File: src/core/xbi_map.svh
// Constants for the external bus pin interface
// Contract
// - Address lines are outputs only, driven when pin alternate and interface enabled.
// - Enabled address lines read zero while running from internal program memory.
// - Each address line alternate function is enabled on its own.
// - Enabled data lines are bidirectional, carrying read and write data.
// - Each data line alternate function is enabled on its own.
// - Data lines float except during an external write.
// - Data bus width selectable, 8 bits low lanes or 16 bits.
// - Read strobe asserted during external reads, deasserted otherwise.
// - Ports A to K without I, eight bits each, port H four bits.
// - Write strobe asserted during external writes.
// - Six chip selects with selectable active polarity.
// - Wait input stalls the ongoing bus transaction until released.
`ifndef XBI_MAP_SVH
`define XBI_MAP_SVH
`define XBI_ADDR_W   24
`define XBI_DATA_W   16
`define XBI_NUM_CS   6
`define XBI_PORT_W   8
`define XBI_PORTH_W  4
`define XBI_NUM_PORT 10
`endif

File: src/core/xbi_pkg.sv
// Types for the external bus pin interface
`default_nettype none
`include "xbi_map.svh"
package xbi_pkg;
  typedef enum logic [2:0] {
    XBI_IDLE  = 3'b001,
    XBI_READ  = 3'b010,
    XBI_WRITE = 3'b100
  } xbi_state_t;

  // One bus request from the CPU side
  typedef struct packed {
    logic                     rd;
    logic                     wr;
    logic [`XBI_ADDR_W-1:0]   addr;
    logic [`XBI_DATA_W-1:0]   wdata;
    logic [`XBI_NUM_CS-1:0]   cs;
  } xbi_req_t;
endpackage : xbi_pkg
`default_nettype wire

File: src/core/xbi_pins.sv
// External bus pin interface: bus sequencing and pin muxing onto GPIO
`default_nettype none
`include "xbi_map.svh"
module xbi_pins
  import xbi_pkg::*;
#(
  parameter int ADDR_W = `XBI_ADDR_W,
  parameter int DATA_W = `XBI_DATA_W,
  parameter int NUM_CS = `XBI_NUM_CS
) (
  input  wire logic                i_sys_clk,
  input  wire logic                i_rst,
  input  wire xbi_req_t            i_req,
  input  wire logic                i_int_exec,
  input  wire logic                i_if_en,
  input  wire logic                i_bus16,
  input  wire logic [ADDR_W-1:0]   i_addr_alt_en,
  input  wire logic [DATA_W-1:0]   i_data_alt_en,
  input  wire logic [NUM_CS-1:0]   i_cs_pol,
  input  wire logic                i_wait,
  input  wire logic [ADDR_W-1:0]   i_gpio_addr_out,
  input  wire logic [ADDR_W-1:0]   i_gpio_addr_oe_n,
  input  wire logic [DATA_W-1:0]   i_gpio_data_out,
  input  wire logic [DATA_W-1:0]   i_gpio_data_oe_n,
  input  wire logic [DATA_W-1:0]   i_data_pin,
  output logic [ADDR_W-1:0]        o_addr_pin,
  output logic [ADDR_W-1:0]        o_addr_oe_n,
  output logic [DATA_W-1:0]        o_data_pin,
  output logic [DATA_W-1:0]        o_data_oe_n,
  output logic                     o_rd_n,
  output logic                     o_wr_n,
  output logic [NUM_CS-1:0]        o_chip_sel,
  output logic                     o_upper_byte_lane_en,
  output logic                     o_lower_byte_lane_en,
  output logic                     o_busy,
  output logic                     o_done,
  output logic [DATA_W-1:0]        o_rdata
);

  xbi_state_t          state_r;
  xbi_state_t          state_nxt;
  xbi_req_t            req_r;
  logic                active;
  logic [ADDR_W-1:0]   addr_val;
  logic [ADDR_W-1:0]   addr_own;
  logic [DATA_W-1:0]   data_own;
  logic [DATA_W-1:0]   lane_mask;

  // Ports A to K without I, H has four pins; bus pins borrow from these
  localparam int PORT_PINS = (`XBI_NUM_PORT - 1) * `XBI_PORT_W + `XBI_PORTH_W;

  // Bus cycle sequencing; one request at a time, wait holds the phase
  always_comb begin
    state_nxt = state_r;
    unique case (state_r)
      XBI_IDLE: begin
        if (i_if_en && i_req.rd) begin
          state_nxt = XBI_READ;
        end else if (i_if_en && i_req.wr) begin
          state_nxt = XBI_WRITE;
        end
      end
      XBI_READ, XBI_WRITE: begin
        if (!i_wait) begin
          state_nxt = XBI_IDLE;
        end
      end
    endcase
  end

  // State register, back to idle on reset
  always_ff @(posedge i_sys_clk) begin
    if (i_rst) begin
      state_r <= XBI_IDLE;
    end else begin
      state_r <= state_nxt;
    end
  end

  // Latch the request so pins stay stable through wait stalls
  always_ff @(posedge i_sys_clk) begin
    if (i_rst) begin
      req_r <= '0;
    end else if (state_r == XBI_IDLE) begin
      req_r <= i_req;
    end
  end

  // Next-state view, so strobes and pins switch on the taking edge
  assign active = (state_nxt != XBI_IDLE);

  // Lanes used by the bus: low byte only in 8-bit mode
  assign lane_mask = i_bus16 ? {DATA_W{1'b1}} : {{(DATA_W/2){1'b0}}, {(DATA_W/2){1'b1}}};

  // Per-pin ownership: each alternate enable stands alone
  assign addr_own = i_if_en ? i_addr_alt_en : '0;
  assign data_own = i_if_en ? (i_data_alt_en & lane_mask) : '0;

  // Address reads zero during internal execution
  assign addr_val = i_int_exec ? '0 : ((state_r == XBI_IDLE) ? i_req.addr : req_r.addr);

  // Address pins: output only when owned, else GPIO
  always_ff @(posedge i_sys_clk) begin
    if (i_rst) begin
      o_addr_pin  <= '0;
      o_addr_oe_n <= {ADDR_W{1'b1}};
    end else begin
      o_addr_pin  <= (addr_own & addr_val) | (~addr_own & i_gpio_addr_out);
      // Owned pins always drive; unowned ones keep the port's own enable
      o_addr_oe_n <= ~addr_own & i_gpio_addr_oe_n;
    end
  end

  // Data pins: driven by the bus only in a write, floating otherwise
  always_ff @(posedge i_sys_clk) begin
    if (i_rst) begin
      o_data_pin  <= '0;
      o_data_oe_n <= {DATA_W{1'b1}};
    end else begin
      o_data_pin  <= (data_own & (active ? ((state_r == XBI_IDLE) ? i_req.wdata : req_r.wdata) : '0))
                     | (~data_own & i_gpio_data_out);
      o_data_oe_n <= (data_own & ~{DATA_W{state_nxt == XBI_WRITE}})
                     | (~data_own & i_gpio_data_oe_n);
    end
  end

  // Strobes, chip selects and byte lane enables
  always_ff @(posedge i_sys_clk) begin
    if (i_rst) begin
      o_rd_n               <= 1'b1;
      o_wr_n               <= 1'b1;
      o_chip_sel           <= '0;
      o_upper_byte_lane_en <= 1'b0;
      o_lower_byte_lane_en <= 1'b0;
    end else begin
      o_rd_n               <= ~(state_nxt == XBI_READ);
      o_wr_n               <= ~(state_nxt == XBI_WRITE);
      // Polarity bit set means active high
      o_chip_sel           <= active ? ~(((state_r == XBI_IDLE) ? i_req.cs : req_r.cs) ^ i_cs_pol)
                                     : ~i_cs_pol;
      o_upper_byte_lane_en <= active && i_bus16;
      o_lower_byte_lane_en <= active;
    end
  end

  // Status and captured read data
  always_ff @(posedge i_sys_clk) begin
    if (i_rst) begin
      o_busy  <= 1'b0;
      o_done  <= 1'b0;
      o_rdata <= '0;
    end else begin
      o_busy <= active;
      o_done <= (state_r != XBI_IDLE) && !i_wait;
      if (state_r == XBI_READ && !i_wait) begin
        o_rdata <= i_data_pin & lane_mask;
      end
    end
  end
endmodule : xbi_pins
`default_nettype wire

File: config.mk
export PLATFORM = sky130hd
export DESIGN_NAME = xbi_pins
export DESIGN_NICKNAME = d
export VERILOG_FILES = /design/src/core/xbi_pkg.sv /design/src/core/xbi_pins.sv
export VERILOG_INCLUDE_DIRS = /design/src /design/src/core
export SDC_FILE = /design/constraint.sdc
export NUM_CORES = 1
export LEC_CHECK = 0
export BUFFER_PORTS_ARGS = -buffer_cell sky130_fd_sc_hd__buf_2
export CAP_MARGIN = 20
export CORE_UTILIZATION = 41
export DETAILED_ROUTE_END_ITERATION = 16
export PLACE_DENSITY = 0.84
export SKIP_CTS_REPAIR_TIMING = 1
export SLEW_MARGIN = 20
export SYNTH_ARGS = -nofsm -noshare
export SYNTH_HDL_FRONTEND = slang
export SYNTH_SLANG_ARGS = --single-unit
File: constraint.sdc
create_clock -name i_sys_clk -period 1.5 [get_ports i_sys_clk]
set_input_delay 0.375 -clock i_sys_clk [delete_from_list [all_inputs] [get_ports i_sys_clk]]
set_output_delay 0.375 -clock i_sys_clk [all_outputs]
set_load 0.02 [all_outputs]
## After elaboration in Yosys (flattened, before gate mapping)

Index checks and enable logic that the tools add are counted.

| operators by class | value |
|---|---|
| equality and inequality tests | 7 |
| muxes and demuxes | 13 |
| bitwise operators | 20 |
| reductions and logical operators | 7 |

Operators by type and width:

| cell | count |
|---|---|
| $and 16x16->16 | 6 |
| $and 24x24->24 | 3 |
| $mux 24 | 3 |
| $mux 16 | 4 |
| $not 16->16 | 2 |
| $or 16x16->16 | 2 |
| $not 24->24 | 1 |
| $or 24x24->24 | 1 |
| $mux 6 | 2 |
| $not 6->6 | 2 |
| $mux 3 | 3 |
| $eq 3x2->1 const B | 2 |
| $eq 3x3->1 const B | 2 |
| $ne 3x1->1 const B | 2 |
| $pmux 3 s2 | 1 |
| $xor 6x6->6 | 1 |
| $logic_and 1x1->1 | 5 |
| $eq 3x1->1 const B | 1 |
| $not 1->1 | 2 |
| $reduce_or 2->1 | 1 |
| $logic_not 1->1 | 1 |

| word-level totals | value |
|---|---|
| flip-flop bits (word level) | 156 |
| bits of input ports | 196 |
| output and inout bits | 108 |
| word-level logic and storage cells | 62 |

## Logic depth before layout (Yosys ltp)

Gate-level depths: netlist of the first run.

| depth | value |
|---|---|
| word-level depth | 8 |
| mapped depth | 7 |
| mapped depth without buffers | 4 |

## Worst setup path after synthesis of the first run

No wires, ideal clock.

| timing | value |
|---|---|
| path kind | input port to flip-flop |
| from | input i_wait |
| to | register o_rdata[6] |
| library setup time | 0.132 ns |
| arrival time | 1.369 ns |
| data required time | 1.368 ns |
| path slack | -0.001 ns |
| stages on the path | 6 |
| path buffers | 2 |
| path through | or2_2 -> or2_2 -> clkbuf_1 -> buf_2 -> nand2_1 -> a21oi_1 |

| on the way | value |
|---|---|
| word-level cells in the longest chain between the ends | 2 |

Ends and longest elaborated chain:

| item | RTL line | RTL |
|---|---|---|
| start: declaration | xbi_pins.sv:20 | `input wire logic i_wait,` |
| $logic_not 1->1 | xbi_pins.sv:155 | `if (state_r == XBI_READ && !i_wait) begin` |
| $logic_and 1x1->1 | xbi_pins.sv:155 |  |
| end signal: assignment | xbi_pins.sv:156 | `o_rdata <= i_data_pin & lane_mask;` |
| end: declaration | xbi_pins.sv:37 | `output logic [DATA_W-1:0] o_rdata` |

No other way between the ends.
A chain may end at the register's enable or synchronous reset.

## Worst setup path after layout of the first run

| timing | value |
|---|---|
| from | register state_r[0] |
| to | register o_chip_sel[2] |

| on the way | value |
|---|---|
| word-level cells in the longest chain between the ends | 5 |
| elaborated cells between the ends (all ways) | 13 |
| those cells by class | eq/ne (4); mux (6); bitwise (2); reduce/logical (1) |

Ends and longest elaborated chain:

| item | RTL line | RTL |
|---|---|---|
| start: declaration | xbi_pins.sv:40 | `xbi_state_t state_r;` |
| start signal: assignment | xbi_pins.sv:76 | `state_r <= state_nxt;` |
| $eq 3x2->1, or another cell as far along | xbi_pins.sv:55 | `unique case (state_r)` |
| $reduce_or 2->1, or another cell as far along | xbi_pins.sv:55 |  |
| $pmux 3 s2 / $xor 6x6->6 (equally long branches) | xbi_pins.sv:55, xbi_pins.sv:139 |  |
| $ne 3x1->1 / $not 6->6 (equally long branches) | xbi_pins.sv:90, xbi_pins.sv:139 |  |
| $mux 6 * | xbi_pins.sv:139 | `o_chip_sel <= active ? ~(((state_r == XBI_IDLE) ? i_req.cs : req_r.cs) ^ i_cs_pol)` |
| end signal: assignment | xbi_pins.sv:139 |  |
| end: declaration | xbi_pins.sv:32 | `output logic [NUM_CS-1:0] o_chip_sel,` |

Mark *: on every way between the ends. The rest lies on a longest branch, timed or not.

==> out/metrics.csv, run 1 <==
metric;value;unit
outcome;finished with violations;
violations in the final reports;setup timing;
antenna violations before repair;1;
most frequent cell after synthesis;dfxtp_1;
Routed Antenna Nets;0;
half-perimeter wire length after detailed placement;12.4;mm
Placement Cell Area;7810;µm²
critical path's most frequent cell;nor3_1;
total non-filler cell area in the finished layout;8970;µm²
cell-by-cell listing of the critical path;nor3b_4 > buf_6 > clkbuf_16 > mux2i_4 > nor3_1 > nor3_1;
net total in the final layout;1097;
largest fanout of any net on the critical path;5;
number of placed cells counting well taps;1057;
vertical die dimension;121;µm
kind of end point of the critical path;register;
part of the power in registers;40.0;%
Hold Startpoint;i_gpio_addr_oe_n[17];
starting utilization of the core area;41.8;%
achievable frequency;0.641;GHz
primary flip-flop cell chosen by synthesis mapping;dfxtp_1;
final setup skew;11.3;ps
startpoint-to-endpoint class of the critical path;register to register;
max-cap violations;0;
number of instances in the synthesized netlist;571;
internal power consumption;8.42;mW
Yosys warning total;0;
r2r startpoint;state_r[0];
clk buf depth;2;
count of cell types in the netlist;32;
detailed-routing iteration count for the pre-antenna-repair pass;4;
number of global-route vias before repair;5214;
maximum level of the CTS H-tree;4;
total vias in the final route;5567;
Max VDD drop;1.12;mV
Worst setup SP type;register;
area growth from synthesis to layout;55.1;%
Max-Slew Margin vs Limit;58.7;%
max incr delay on CP;370;ps
share of synthesized area occupied by flip-flops and latches;54.0;%
dominant cells by area after synthesis;dfxtp_1 (54%), mux2i_1 (8.1%), nand3b_1 (5.2%);
CTS sink cnt;156;
largest net degree at the start of global routing;36;
path class of the lowest-slack min-delay path;input port to register;
instance count along the most critical hold path;2;
largest area contributor in the synthesized netlist;dfxtp_1;
later-pin clock latency in the skew report;430;ps
Mean Syn Cell Area;10.1;µm²
clock network fraction of design power;40.7;%
clock-pin slew on the worst setup and hold paths;60;ps
total of buffers placed on input and output ports;303;
core region area;13800;µm²
number of top-level pins;304;
Async S/R FF share, synth;0;%
capture instance of the worst register-to-register path;o_chip_sel[2];
critical path's top delay family;simple AND/OR/NAND/NOR gates;
final hold violation count;0;
buffer and inverter count on the worst path;2;
post-layout total power;11.4;mW
static leakage;4.14;nW
setup repair after global routing missed its margin;yes;
Congestion Overflow GR;0;
number of register bits inferred by synthesis;156;
gp weighted congestion;0.835;
Synth top cells by count;dfxtp_1 (156), nand2_1 (66), nor2_1 (54);
Die ar.;14600;µm²
share of the synthesized area in the top cell type;54.0;%
count of final max-slew check failures;0;
WP data required;1830;ps
least setup slack across all paths after layout;-60.3;ps
DIE WIDTH;121;µm
Post-route DRC;0;
CP Launch Point;state_r[0];
crit path time final;1560;ps
worst reg2reg path depth;6;
cell at the root of the clock tree;clkbuf_16;
EDFF count, synth;0;
total detailed-routing wirelength;17.7;mm
netlist area before placement;5790;µm²
Finished Core Util;64.9;%
layout cell share with drive strength beyond 1;50.1;%
TritonCTS clock tree;done;
global-route wire length before repair;25.4;mm
Crit. path cell count;6;
period utilization;104;%
global-route usage over all layers;22.7;%
routed length per instance;16.2;µm
Synth Net Count;767;
DRC violation total after the first TritonRoute iteration;279;
arrival time at the worst endpoint;1890;ps
post-placement worst setup slack;-148;ps
switching share of power;26.1;%
slew at the pin with the worst max-slew slack;620;ps
end point of the critical path;o_chip_sel[2];
CP max stage cell;dfxtp_4;
register-to-register path setup slack;-60;ps
net switching power;2.97;mW
power per standard cell area;1270;nW/µm²
standard-cell rows;43;
post-route non-filler standard cell count;1094;
Antenna Cells;0;
drt via density;5.09;
TritonCTS Buffers;17;
combinational power share;19.3;%
Final Setup Violations;6;
## metrics by stage
step	TNS, ps	hold slack (ps)
2_1_floorplan	0	448
3_3_place_gp	-1050	433
3_5_place_dp	-2590	439
4_1_cts	-2100	127
5_1_grt	-1270	126
6_report	-144	140
## cell type report
cell class                      count  area [µm²]
Fill cell                        1124        4860
Sequential cell                   156        3130
Multi-Input combinational cell    370        2870
Timing Repair Buffer              355        2110
Clock buffer                       22         474
Tap cell                          180         225
Clock inverter                     10         163
Inverter                            1        3.75
## kinds of logic after synthesis
logic type      count (synthesis)  synth area share [%]
simple gates                  193                  16.2
buf+inv                        45                  3.98
mux                            47                  8.13
compound gates                129                  17.6
flops                         156                  54.0
xor+xnor                        1                 0.151
## state kept, by name, summed over array words and instances, names as in the netlist
name / cells
o_done: 1
state_r: 3
req_r: 46
o_wr_n: 1
o_chip_sel: 6
o_data_pin: 16
o_busy: 1
o_addr_oe_n: 24
o_upper_byte_lane_en: 1
o_rd_n: 1
o_rdata: 16
o_addr_pin: 24
o_data_oe_n: 16
## layer usage
layer / up-vias / share of wire [%] / GRT usage (%) / wire (µm)
met5: - / 0 / 0 / 0
met4: 0 / 1.1 / 7.79 / 199
met3: 21 / 6.7 / 6.98 / 1180
met2: 232 / 50 / 38.6 / 8920
met1: 2626 / 42 / 26.9 / 7430
li1: 2688 / - / - / -
## power by group through the flow
stage / clock network (mW) / registers (mW) / logic [mW]
global placement: 0 / 4.60 / 1.78
CTS: 4.68 / 4.52 / 1.82
global route: 4.85 / 4.58 / 2.35
finish: 4.63 / 4.56 / 2.20
floorplan: 0 / 4.82 / 0.801
detailed placement: 0 / 4.61 / 1.81
## worst min path at each step
| stage | to | slack, ps |
|---|---|---|
| after global routing | o_addr_oe_n[19] | 130 |
| final | o_addr_oe_n[17] | 140 |
| after global placement | o_rdata[10] | 430 |
| after CTS | o_addr_oe_n[17] | 130 |
| after detailed placement | o_rdata[11] | 440 |
| after floorplan | req_r[37] | 450 |
## placed cells by master, fill, tap and decap left out, types with 2 or more instances in the layout
cell / netlist / layout
a21o_1: 24 / 24
a21oi_1: 36 / 36
and2_1: 3 / 3
buf_12: 0 / 10
buf_2: 7 / 302
buf_4: 4 / 35
buf_6: 2 / 5
bufinv_16: 0 / 4
clkbuf_1: 24 / 2
clkbuf_16: 0 / 20
clkbuf_8: 0 / 3
clkinv_2: 0 / 2
clkinv_4: 0 / 2
clkinvlp_4: 0 / 2
dfxtp_1: 156 / 154
mux2i_1: 47 / 11
mux2i_2: 0 / 17
mux2i_4: 0 / 19
nand2_1: 66 / 66
nand2b_1: 3 / 3
nand3_1: 9 / 9
nand3b_1: 40 / 40
nor2_1: 54 / 52
nor2_2: 0 / 2
nor3_1: 13 / 12
o21a_1: 7 / 7
o21ai_0: 17 / 17
o41ai_1: 21 / 11
o41ai_2: 17 / 25
o41ai_4: 0 / 2
or2_2: 2 / 2
or3_1: 2 / 2
Power figures use the tool's default switching activity.
==> run 2, diff against run 1 <==
PLACE_DENSITY = 0.82   (was 0.84)
==> run 2 against run 1 <==
Compared with the run above:
- the flow still finishes with violations (setup timing)
- count of clock-buffer cells in the layout unchanged
- final area decreased by 1.9%
- flip-flop and latch count unchanged
- critical endpoint is now o_addr_pin[21]
- highest routed layer unchanged
==> out/metrics.csv, run 2 (same netlist as run 1, synthesis figures left out) <==
metric;value;unit
path class of the lowest-slack min-delay path;input port to register;
area growth from synthesis to layout;52.1;%
max-cap violations;0;
Crit. path cell count;6;
clk buf depth;2;
starting utilization of the core area;41.8;%
net switching power;2.85;mW
kind of end point of the critical path;register;
outcome;finished with violations;
DRC violation total after the first TritonRoute iteration;326;
maximum level of the CTS H-tree;4;
leading cell type in the layout, fill and taps excluded;buf_2;
largest fanout of any net on the critical path;10;
register area;3130;µm²
half-perimeter wire length after detailed placement;12.4;mm
Die ar.;14600;µm²
arrival time at the worst endpoint;1880;ps
end point of the critical path;o_addr_pin[21];
Final Setup Violations;45;
standard-cell rows;43;
vertical die dimension;121;µm
achievable frequency;0.629;GHz
routed length per instance;15.9;µm
layout cell share with drive strength beyond 1;48.4;%
Largest register FFs;46;
TritonCTS Buffers;17;
number of top-level pins;304;
max incr delay on CP;340;ps
Worst setup SP type;register;
clock-pin slew on the worst setup and hold paths;60;ps
top library cells by usage in the layout, fill and taps aside;buf_2 (302), dfxtp_1 (153), nand2_1 (66);
period utilization;106;%
final setup skew;7.07;ps
power per standard cell area;1270;nW/µm²
CTS sink cnt;156;
core region area;13800;µm²
TritonCTS clock tree;done;
part of the power in registers;40.7;%
violations in the final reports;setup timing;
register bank with the most flops;req_r;
capture instance of the worst register-to-register path;o_addr_pin[21];
global-route wire length before repair;25.8;mm
count of final max-slew check failures;0;
Max VDD drop;0.952;mV
clock network fraction of design power;40.6;%
gp weighted congestion;0.866;
later-pin clock latency in the skew report;420;ps
Antenna Cells;0;
total length of routed met3 wires;1.20;mm
cell at the root of the clock tree;clkbuf_16;
uppermost layer routed;met4;
least setup slack across all paths after layout;-89.4;ps
buffer and inverter count on the worst path;3;
largest net degree at the start of global routing;44;
global-route usage over all layers;22.8;%
antenna violations before repair;0;
post-placement worst setup slack;-130;ps
net total in the final layout;1095;
length of routed met2 wiring;8.79;mm
internal power consumption;8.32;mW
WP data required;1790;ps
fill cell count;1103;
Multi-input gate area;2720;µm²
critical path's top delay family;buffers and inverters;
final hold violation count;0;
DIE WIDTH;121;µm
startpoint-to-endpoint class of the critical path;register to register;
total of buffers placed on input and output ports;303;
Max-Slew Margin vs Limit;69.5;%
worst reg2reg path depth;6;
cell-by-cell listing of the critical path;nor3b_4 > buf_6 > buf_4 > clkbuf_16 > mux2i_1 > o41ai_1;
crit path time final;1590;ps
number of global-route vias before repair;5300;
largest registers;req_r: 46 flops, o_addr_oe_n: 24 flops, o_addr_pin: 24 flops;
CP max stage cell;dfxtp_2;
combinational power share;18.8;%
Finished Core Util;63.6;%
static leakage;4.12;nW
setup repair after global routing missed its margin;yes;
Congestion Overflow GR;0;
drt via density;5.04;
M1 wire length;7.12;mm
Post-route DRC;0;
total detailed-routing wirelength;17.4;mm
CP Launch Point;state_r[1];
Routed Antenna Nets;0;
switching share of power;25.5;%
r2r startpoint;state_r[1];
total vias in the final route;5508;
slew at the pin with the worst max-slew slack;457;ps
register-to-register path setup slack;-90;ps
detailed-routing iteration count for the pre-antenna-repair pass;4;
==> run 2: changes by cell type in the layout (fill, tap and decap cells not counted), sizes merged <==
cell,change
clkbuf,-1
buf,-1
inv,+1
clkinv,-2
clkinvlp,+1
==> run 2: layout make-up <==
cell class	count	area share [%]
Clock inverter	10	1.83
Timing Repair Buffer	353	23.8
Sequential cell	156	35.5
Clock buffer	22	5.28
Inverter	1	0.0427
Multi-Input combinational cell	370	30.9
Tap cell	180	2.56
==> run 2: power by group through the flow <==
| stage | clock, mW | combinational [mW] | sequential (mW) |
|---|---|---|---|
| after floorplan | 0 | 0.801 | 4.82 |
| after global placement | 0 | 1.74 | 4.60 |
| after detailed placement | 0 | 1.78 | 4.61 |
| after CTS | 4.63 | 1.79 | 4.52 |
| after global routing | 4.81 | 2.24 | 4.56 |
| final | 4.53 | 2.10 | 4.54 |
==> run 2: through the flow <==
stage,power [mW],cell area (µm²),cells,TNS (ps),hold slack (ps)
3_5_place_dp,6.39,7740,1048,-1740,444
5_1_grt,11.6,8800,1092,-4260,126
2_1_floorplan,5.62,5790,571,0,448
3_3_place_gp,6.34,7740,1048,-625,434
6_report,11.2,8800,1092,-1190,150
4_1_cts,10.9,8370,1080,-1920,129
==> run 2: metal layers <==
metal  vias to the layer above  global-route usage [%]
li1                       2683                       -
met1                      2591                    26.6
met2                       216                    39.7
met3                        18                    7.50
met4                         0                    6.25
met5                         -                       0
==> run 2: how the worst min path moves through the flow <==
stage	cells after the start	from	slack, ps	endpoint
6_report	2	i_gpio_addr_oe_n[4]	150	o_addr_oe_n[4]
5_1_grt	2	i_gpio_addr_oe_n[4]	130	o_addr_oe_n[4]
4_1_cts	2	i_gpio_addr_oe_n[15]	130	o_addr_oe_n[15]
3_5_place_dp	2	o_rdata[7]	440	o_rdata[7]
3_3_place_gp	2	o_rdata[11]	430	o_rdata[11]
2_1_floorplan	2	req_r[37]	450	req_r[37]
